<file path="config.mk">
export PLATFORM = sky130hd
export DESIGN_NAME = dma_cycle_sequencer
export DESIGN_NICKNAME = d
export VERILOG_FILES = /design/src/logic/dma_seq_pkg.sv /design/src/logic/channel_arbiter.sv /design/src/logic/dma_cycle_sequencer.sv
export VERILOG_INCLUDE_DIRS = /design/src /design/src/logic
export SDC_FILE = /design/constraint.sdc
export NUM_CORES = 1
export LEC_CHECK = 0
export ABC_CLOCK_PERIOD_IN_PS = 4000
export BUFFER_PORTS_ARGS = -buffer_cell sky130_fd_sc_hd__clkbuf_2
export CAP_MARGIN = 20
export CORE_MARGIN = 1
export CORE_UTILIZATION = 50
export CTS_CLUSTER_DIAMETER = 30
export DETAILED_ROUTE_END_ITERATION = 10
export GPL_TIMING_DRIVEN = 0
export MAX_ROUTING_LAYER = met4
export PLACE_DENSITY = 0.7
export RECOVER_POWER = 100
export SETUP_SLACK_MARGIN = 0.5
export SYNTH_ARGS = -nofsm -noshare
export SYNTH_HDL_FRONTEND = slang
export SYNTH_SLANG_ARGS = --single-unit
</file>
<file path="constraint.sdc">
create_clock -name aclk -period 4 [get_ports aclk]
set_input_delay 0.8 -clock aclk [delete_from_list [all_inputs] [get_ports aclk]]
set_output_delay 0.8 -clock aclk [all_outputs]
set_load 0.01 [all_outputs]
</file>
<file path="src/logic/dma_seq_regs.svh">
`ifndef DMA_SEQ_REGS_SVH
`define DMA_SEQ_REGS_SVH

`define REG_CTRL 6'h00
`define REG_STATUS 6'h04
`define REG_INT_STAT 6'h08
`define REG_INT_MASK 6'h0c
`define REG_CH_CFG 6'h10
`define REG_COUNT0 6'h14
`define CTRL_ROTATE 0
`define CTRL_EXT_WRITE 1
`define CTRL_ENABLE 2
`define CTRL_RESET 32'h0000_0000
`define COUNT_RESET 14'h0000
`define EV_FINAL 0
`define EV_CYCLE 1
`define EV_LOST 2
`define EV_BITS 3
`define ADDR_BITS 6

`endif

</file>
<file path="src/logic/dma_seq_pkg.sv">
package dma_seq_pkg;
	typedef enum {ST_IDLE, ST_REQ, ST_S1, ST_S2, ST_S3, ST_WAIT, ST_S4}
		seq_state_e;
	typedef enum logic [1:0] {MODE_VERIFY, MODE_WRITE, MODE_READ, MODE_NONE}
		xfer_mode_e;
	typedef struct packed {
		logic memory_read_strobe_n;
		logic memory_write_strobe_n;
		logic io_read_strobe_n;
		logic io_write_strobe_n;
	} strobes_s;
	typedef logic [3:0] chan_t;
endpackage

</file>
<file path="src/logic/channel_arbiter.sv">
`timescale 1ns/1ps
module channel_arbiter #(
	parameter int N = 4
) (
	input wire logic [N-1:0] req, // Sampled requests
	input wire logic rotate, // Rotating priority
	input wire logic [N-1:0] last_grant, // Last served channel
	output logic [N-1:0] grant, // One-hot winner
	output logic any // Any request
);
	logic [2*N-1:0] dbl;
	logic [2*N-1:0] pick;
	logic [N-1:0] start;
	always_comb begin
		start = rotate ? {last_grant[N-2:0], last_grant[N-1]} :
			{{(N-1){1'b0}}, 1'b1};
		if (start == '0)
			start = {{(N-1){1'b0}}, 1'b1};
		dbl = {req, req};
		// Lowest set bit at or above start, wrapping around
		pick = dbl & ~(dbl - {{N{1'b0}}, start});
		grant = pick[N-1:0] | pick[2*N-1:N];
		any = |req;
	end
endmodule

</file>
<file path="src/logic/dma_cycle_sequencer.sv">
// Added by the designer: the register addresses and the AXI4-Lite slave port.
`timescale 1ns/1ps
`include "dma_seq_regs.svh"
// Summary of operation
// - Seven states: idle, request, S1-S4, wait
// - Request seen in idle: raise hold, await grant
// - Resolve fixed or rotating priority in request
// - After grant, acknowledge only winning channel low
// - No ready at S3: wait until ready
// - Extended write or verify skip wait states
// - Grant lost: finish cycle, return idle
// - Peripheral-to-memory: io read S2, mem write S3
// - Memory-to-peripheral: mem read S2, io write S3
// - Verify: all four strobes stay inactive
// - Keep bus while request high and count not final
// - Low address on pins, high via latch
module dma_cycle_sequencer #(
	parameter int N = 4
) (
	input wire logic aclk, // Clock
	input wire logic aresetn, // Sync reset, low
	input wire logic [N-1:0] channel_request, // Peripheral requests
	input wire logic bus_hold_grant, // Host grant
	input wire logic ready, // Slow-device ready
	output logic bus_hold_request, // Hold request to host
	output logic [N-1:0] channel_acknowledge_n, // Acknowledges
	output dma_seq_pkg::strobes_s strobes, // Read/write strobes
	output logic final_count_flag, // Terminal count
	output logic [7:0] addr_low, // Low address bits
	output logic [7:0] data_out, // High address on data
	output logic data_oe, // Data pins driven
	output logic high_address_latch_strobe, // Latch high byte
	output logic irq, // Interrupt
	input wire logic [`ADDR_BITS-1:0] s_axi_awaddr, // AXI
	input wire logic s_axi_awvalid, // AXI
	output logic s_axi_awready, // AXI
	input wire logic [31:0] s_axi_wdata, // AXI
	input wire logic [3:0] s_axi_wstrb, // AXI
	input wire logic s_axi_wvalid, // AXI
	output logic s_axi_wready, // AXI
	output logic [1:0] s_axi_bresp, // AXI
	output logic s_axi_bvalid, // AXI
	input wire logic s_axi_bready, // AXI
	input wire logic [`ADDR_BITS-1:0] s_axi_araddr, // AXI
	input wire logic s_axi_arvalid, // AXI
	output logic s_axi_arready, // AXI
	output logic [31:0] s_axi_rdata, // AXI
	output logic [1:0] s_axi_rresp, // AXI
	output logic s_axi_rvalid, // AXI
	input wire logic s_axi_rready // AXI
);
	import dma_seq_pkg::*;

	seq_state_e state_reg;
	logic [N-1:0] req_m, req_s, hold_m, hold_s, rdy_m, rdy_s;
	logic [31:0] ctrl_reg;
	logic [2*N-1:0] mode_reg;
	logic [13:0] count_reg [N];
	logic [15:0] addr_reg [N];
	logic [`EV_BITS-1:0] int_stat_reg, int_mask_reg, ev;
	logic [N-1:0] win_reg, grant, last_reg;
	logic any;
	logic [1:0] ch;
	xfer_mode_e mode;
	logic tc_now, lost_reg;
	logic [`ADDR_BITS-1:0] wr_addr;
	logic [31:0] wd_reg;
	// Both beats held and no response pending
	wire wr_go = !s_axi_awready && !s_axi_wready && !s_axi_bvalid;
	wire [1:0] wr_idx = 2'((wr_addr - `REG_COUNT0) >> 2);

	// Pins from outside pass two flops
	always_ff @(posedge aclk) begin
		req_m <= {{(N-1){1'b0}}, 1'b0} | channel_request;
		req_s <= req_m;
		hold_m <= {N{bus_hold_grant}};
		hold_s <= hold_m;
		rdy_m <= {N{ready}};
		rdy_s <= rdy_m;
	end
	wire grant_s = hold_s[0];
	wire ready_s = rdy_s[0];

	channel_arbiter #(.N(N)) u_arb (
		.req(req_s & ~{N{~ctrl_reg[`CTRL_ENABLE]}}),
		.rotate(ctrl_reg[`CTRL_ROTATE]),
		.last_grant(last_reg),
		.grant(grant),
		.any(any)
	);

	always_comb begin
		ch = 2'd0;
		for (int i = 0; i < N; i++)
			if (win_reg[i])
				ch = 2'(i);
		mode = xfer_mode_e'(mode_reg[2*ch +: 2]);
		tc_now = (count_reg[ch] == `COUNT_RESET);
	end

	// Cycle sequencer
	always_ff @(posedge aclk) begin
		if (!aresetn) begin
			state_reg <= ST_IDLE;
			win_reg <= '0;
			last_reg <= '0;
			lost_reg <= 1'b0;
		end else begin
			lost_reg <= 1'b0;
			case (state_reg)
			ST_IDLE: begin
				if (any)
					state_reg <= ST_REQ;
			end
			ST_REQ: begin
				win_reg <= grant;
				if (!any)
					state_reg <= ST_IDLE;
				else if (grant_s)
					state_reg <= ST_S1;
			end
			ST_S1: state_reg <= ST_S2;
			ST_S2: state_reg <= ST_S3;
			ST_S3: begin
				// Ext write / verify skip waits
				if (ready_s || mode == MODE_VERIFY ||
					ctrl_reg[`CTRL_EXT_WRITE])
					state_reg <= ST_S4;
				else
					state_reg <= ST_WAIT;
			end
			ST_WAIT: begin
				if (ready_s)
					state_reg <= ST_S4;
			end
			ST_S4: begin
				last_reg <= win_reg;
				// Cycle always completes first
				if (!grant_s) begin
					state_reg <= ST_IDLE;
					lost_reg <= 1'b1;
				end else if (any && !tc_now)
					state_reg <= ST_REQ;
				else
					state_reg <= ST_IDLE;
			end
			default: state_reg <= ST_IDLE;
			endcase
		end
	end

	wire in_cycle = state_reg inside {ST_S1, ST_S2, ST_S3, ST_WAIT, ST_S4};

	// Outputs registered
	always_ff @(posedge aclk) begin
		if (!aresetn) begin
			bus_hold_request <= 1'b0;
			channel_acknowledge_n <= '1;
			strobes <= '1;
			high_address_latch_strobe <= 1'b0;
			data_oe <= 1'b0;
			addr_low <= 8'h00;
			data_out <= 8'h00;
		end else begin
			bus_hold_request <= (state_reg != ST_IDLE) ||
				any;
			channel_acknowledge_n <= ~(in_cycle ? win_reg : '0);
			strobes.io_read_strobe_n <= !(mode == MODE_WRITE &&
				state_reg inside {ST_S1, ST_S2, ST_S3, ST_WAIT});
			strobes.memory_write_strobe_n <= !(mode == MODE_WRITE &&
				state_reg inside {ST_S2, ST_S3, ST_WAIT});
			strobes.memory_read_strobe_n <= !(mode == MODE_READ &&
				state_reg inside {ST_S1, ST_S2, ST_S3, ST_WAIT});
			strobes.io_write_strobe_n <= !(mode == MODE_READ &&
				state_reg inside {ST_S2, ST_S3, ST_WAIT});
			high_address_latch_strobe <= (state_reg == ST_REQ &&
				grant_s && any);
			data_oe <= (state_reg == ST_REQ && grant_s && any);
			addr_low <= addr_reg[ch][7:0];
			data_out <= addr_reg[ch][15:8];
		end
	end

	// Count, address and final count
	always_ff @(posedge aclk) begin
		if (!aresetn) begin
			final_count_flag <= 1'b0;
			for (int i = 0; i < N; i++) begin
				count_reg[i] <= `COUNT_RESET;
				addr_reg[i] <= 16'h0000;
			end
		end else begin
			final_count_flag <= (state_reg == ST_S3 || state_reg == ST_WAIT)
				&& tc_now;
			if (state_reg == ST_S4) begin
				addr_reg[ch] <= addr_reg[ch] + 16'h0001;
				if (!tc_now)
					count_reg[ch] <= count_reg[ch] - 14'h0001;
			end
			if (wr_go && wr_addr >= `REG_COUNT0 &&
				wr_addr < 6'(`REG_COUNT0 + 4*N)) begin
				count_reg[wr_idx] <= wd_reg[13:0];
				addr_reg[wr_idx] <= wd_reg[31:16];
			end
		end
	end

	// Interrupts: sticky, set wins over clear
	assign ev = {lost_reg, state_reg == ST_S4,
		final_count_flag && state_reg == ST_S4};
	always_ff @(posedge aclk) begin
		if (!aresetn) begin
			int_stat_reg <= '0;
			irq <= 1'b0;
		end else begin
			int_stat_reg <= (int_stat_reg & ~((wr_go &&
				wr_addr == `REG_INT_STAT) ?
				wd_reg[`EV_BITS-1:0] : '0)) | ev;
			irq <= |(int_stat_reg & int_mask_reg);
		end
	end

	// AXI4-Lite slave; ready low marks a beat held
	always_ff @(posedge aclk) begin
		if (!aresetn) begin
			s_axi_awready <= 1'b1;
			s_axi_wready <= 1'b1;
			wr_addr <= '0;
			wd_reg <= 32'h0000_0000;
			s_axi_bvalid <= 1'b0;
			s_axi_bresp <= 2'b00;
			ctrl_reg <= `CTRL_RESET;
			mode_reg <= '0;
			int_mask_reg <= '0;
		end else begin
			if (s_axi_awvalid && s_axi_awready) begin
				s_axi_awready <= 1'b0;
				wr_addr <= s_axi_awaddr;
			end
			// Data latched: master may drop it once taken
			if (s_axi_wvalid && s_axi_wready) begin
				s_axi_wready <= 1'b0;
				wd_reg <= s_axi_wdata;
			end
			if (wr_go) begin
				s_axi_awready <= 1'b1;
				s_axi_wready <= 1'b1;
				s_axi_bvalid <= 1'b1;
				s_axi_bresp <= 2'b00;
				case (wr_addr)
				`REG_CTRL: ctrl_reg <= wd_reg;
				`REG_CH_CFG: mode_reg <= wd_reg[2*N-1:0];
				`REG_INT_MASK: int_mask_reg <= wd_reg[`EV_BITS-1:0];
				`REG_STATUS, `REG_INT_STAT: ;
				default: if (wr_addr < `REG_COUNT0 ||
					wr_addr >= 6'(`REG_COUNT0 + 4*N))
					s_axi_bresp <= 2'b10;
				endcase
			end else if (s_axi_bready)
				s_axi_bvalid <= 1'b0;
		end
	end

	always_ff @(posedge aclk) begin
		if (!aresetn) begin
			s_axi_arready <= 1'b1;
			s_axi_rvalid <= 1'b0;
			s_axi_rdata <= 32'h0000_0000;
			s_axi_rresp <= 2'b00;
		end else if (s_axi_arvalid && s_axi_arready) begin
			s_axi_arready <= 1'b0;
			s_axi_rvalid <= 1'b1;
			s_axi_rresp <= 2'b00;
			case (s_axi_araddr)
			`REG_CTRL: s_axi_rdata <= ctrl_reg;
			`REG_STATUS: s_axi_rdata <= {20'h00000, win_reg,
				5'(state_reg), final_count_flag, bus_hold_request,
				grant_s};
			`REG_INT_STAT: s_axi_rdata <= 32'(int_stat_reg);
			`REG_INT_MASK: s_axi_rdata <= 32'(int_mask_reg);
			`REG_CH_CFG: s_axi_rdata <= 32'(mode_reg);
			default: begin
				s_axi_rdata <= 32'h0000_0000;
				s_axi_rresp <= 2'b10;
			end
			endcase
		end else if (s_axi_rvalid && s_axi_rready) begin
			s_axi_rvalid <= 1'b0;
			s_axi_arready <= 1'b1;
		end
	end

	wait_after_s3_a: assert property (@(posedge aclk) disable iff (!aresetn)
		state_reg == ST_S3 && !ready_s && mode != MODE_VERIFY &&
		!ctrl_reg[`CTRL_EXT_WRITE] |=> state_reg == ST_WAIT)
		else $error("no wait state");
	verify_quiet_a: assert property (@(posedge aclk) disable iff (!aresetn)
		mode == MODE_VERIFY && $stable(mode) && in_cycle |=> strobes == '1)
		else $error("strobe in verify");
	ack_one_a: assert property (@(posedge aclk) disable iff (!aresetn)
		$onehot0(~channel_acknowledge_n))
		else $error("multiple acks");
	lost_idle_a: assert property (@(posedge aclk) disable iff (!aresetn)
		state_reg == ST_S4 && !grant_s |=> state_reg == ST_IDLE)
		else $error("grant loss ignored");
	hold_wait_a: assert property (@(posedge aclk) disable iff (!aresetn)
		state_reg == ST_REQ && any && !grant_s |=> state_reg == ST_REQ)
		else $error("left request without grant");
	io_read_s2_a: assert property (@(posedge aclk) disable iff (!aresetn)
		state_reg == ST_S1 && mode == MODE_WRITE |=>
		!strobes.io_read_strobe_n)
		else $error("io read late");
	mem_read_s2_a: assert property (@(posedge aclk) disable iff (!aresetn)
		state_reg == ST_S1 && mode == MODE_READ |=>
		!strobes.memory_read_strobe_n)
		else $error("memory read late");
	cycle_cov: cover property (@(posedge aclk) state_reg == ST_WAIT);
	done_cov: cover property (@(posedge aclk) final_count_flag);
	lost_cov: cover property (@(posedge aclk) lost_reg);
endmodule

</file>
==> run_results.csv <==
group,metric,value,unit
cells_and_area,largest_reg_flops,64,
setup_path,worstPathArrival,3.83,ns
global_routing,grt_max_degree,17,
yosys,synth-edff-count,120,
hold_path,min_path_type,"input port to flop",
yosys,synth_area_leader_cell,"edfxtp_1",
routing,wl_per_cell,21.5,um
floorplanning,ios,131,
clock_network,cts_buffers,58,
timing,rsz0062_at_grt,"no",
timing,relSlewSlack,26.8,%
timing,min_period_over_period,91.1,%
cells_and_area,drive_gt1_share,13.2,%
cells_and_area,antennaDiodeCount,0,
floorplanning,initial_core_util,51.4,%
placement,place_hpwl,29700,um
global_routing,grt_remaining_overflow,0,
floorplanning,die_y,167,um
power,p_per_area,516,mW/mm^2
clock_network,htreeDepth,2,
routing,postRouteAntennaNets,0,
timing,maxSlewViolCount,0,
setup_path,worst_setup_path_end_kind,"flop",
setup_path,path_max_fanout,16,
yosys,ys_warn_count,0,
timing,setup_viol,0,
floorplanning,die-width,167,um
cells_and_area,syn2layout_area_growth,22.8,%
clock_network,cts_tree,"built",
outcome,status,"complete, no violations",
routing,drt_pass1_iterations,5,
yosys,syn_inst,1380,
run,cap_violations,0,
yosys,ys.flop_type,"dfxtp_1",
placement,port_buffers,120,
yosys,synth_area_leaders,"edfxtp_1 27%, dfxtp_1 26%, nand2_1 8.3%",
clock_network,cts_root_buf,"clkbuf_16",
global_routing,met1_usage,39.3,%
cells_and_area,final_nets,1643,
clock_network,clkTransAtPathRegs,0.06,ns
power,leakagePower,6.00,nW
yosys,ys_types,77,
placement,dpl_cell_area,0.0147,mm^2
clock_network,clock_sinks,295,
cells_and_area,finalNonFillerCells,1960,
global_routing,track_usage,31.2,%
timing,clock_skew,0.0448,ns
cells_and_area,final_common_cell,"nand2_1",
cells_and_area,layout_common_cells,"297 x nand2_1, 175 x dfxtp_1, 157 x clkbuf_1",
placement,gp_congestion,0.971,
yosys,synth_seq_cells,295,
cells_and_area,fin_area,0.0166,mm^2
yosys,synth_top_area_share,26.6,%
yosys,syn_avg_cell_area,9.82,um^2
clock_network,clk_latency,0.59,ns
routing,viasPerCell,5.88,
timing,setup_tns,0,ns
floorplanning,num_rows,59,
routing,drc,0,
global_routing,antenna_found_initial,0,
global_routing,use_met2,48.7,%
global_routing,grt_pass1_vias,11300,
timing,finalCriticalPeriod,3.64,ns
clock_network,clock_path_buffers,3,
routing,wirelength,42100,um
timing,finalHoldViolations,0,
power,peakVddDrop,0.000341,V
timing,fmax,275,MHz
floorplanning,dieArea,0.0278,mm^2
yosys,netlist_area,0.0136,mm^2
global_routing,grt_pass1_wl,64200,um
floorplanning,coreArea,0.0264,mm^2
placement,dp.cells,1843,
global_routing,use_met3,6.11,%
yosys,synth_async_sr_flop_share,0,%
global_routing,top_usage_layer,"met2",
routing,via_count,11500,
setup_path,worst_ep_required_time,4.19,ns
timing,tightest_slew,1.09,ns
setup_path,critPathKind,"flop to flop",
yosys,yosysSeqAreaShare,52.4,%
routing,drt_iter0_drc,1075,
setup_path,cp-start-kind,"flop",
cells_and_area,fin_util,63.2,%
## layout make-up
class                      instances  area, um^2
multi-input combinational        976        5990
sequential                       295        7110
inverter                           9        33.8
clock inverter                    43         512
buffer                           101         463
clock buffer                      67        1520
timing repair buffer             134         604
fill                            2138        9710
tap                              335         419
## cell families (layout without fill, tap and decap cells)
kind of cell | count (synthesis) | count (layout) | synth area share (%)
fa+ha+maj | 7 | 7 | 0.702
buf+inv | 110 | 354 | 3.58
other cells | 1 | 2 | 0.0277
flops | 295 | 295 | 52.4
compound gates | 349 | 349 | 18.5
mux | 63 | 63 | 4.86
xor+xnor | 24 | 24 | 1.55
simple gates | 531 | 531 | 18.3
## layer usage
| metal | up-vias | share of wire [%] |
|---|---|---|
| li1 | 5351 | - |
| met1 | 5428 | 41 |
| met2 | 605 | 45 |
| met3 | 148 | 9.4 |
| met4 | 0 | 4.3 |
| met5 | - | 0 |
## power breakdown
part | total, mW | internal (mW) | switching [mW]
logic | 0.350 | 0.119 | 0.232
clock network | 4.94 | 3.21 | 1.73
registers | 3.29 | 3.22 | 0.0701
total | 8.58 | 6.55 | 2.03
## what timing repair did
action / 4_1_cts / 5_1_grt
pin swaps: 3 / 4
hold buffers: 0 / 0
endpoints found under the setup margin: 153 / 129
resized for setup: 11 / 14
setup buffers: 4 / 3
## worst max-delay path: stages, from the launching register on
cell      delay (ns)
dfxtp_1         0.49
buf_2           0.35
clkbuf_1        0.64
clkbuf_2        0.38
clkbuf_2        0.45
nand2_1         0.17
nand3_1         0.75
## cells in the mapped netlist (7+ instances only)
cell        n
a21boi_0   95
a21oi_1    23
a22o_1     64
a22oi_1    10
and2_1     28
buf_1      10
buf_2      12
clkbuf_1   71
dfxtp_1   175
edfxtp_1  120
inv_1       9
mux2_2     14
mux2i_1    44
nand2_1   298
nand2b_1   21
nand3_1    50
nor2_1     35
nor2b_1    37
nor3_1     13
o211ai_1   14
o21ai_0    75
o31ai_1    17
xnor2_1    17
xor2_1      7
## metrics by stage
step | power [mW] | hold slack (ns) | worst slack, ns
floorplan | 3.53 | 0.310 | 0.656
global placement | 3.68 | 0.313 | -0.820
detailed placement | 3.69 | 0.313 | -0.230
CTS | 8.60 | 0.294 | 0.502
global route | 8.79 | 0.284 | 0.253
finish | 8.58 | 0.298 | 0.357
## path summary, 6_finish.rpt
kind / from / to / slack (ns) / cells after the start
setup reg to reg: win_reg[3] / addr_reg[3][8] / 0.36 / 6
setup / recovery: win_reg[3] / addr_reg[3][8] / 0.36 / 6
hold reg to reg: rdy_m[0] / rdy_s[0] / 0.33 / 0
hold / removal: channel_request[3] / req_m[3] / 0.30 / 1
(Power assumes the default switching activity.)
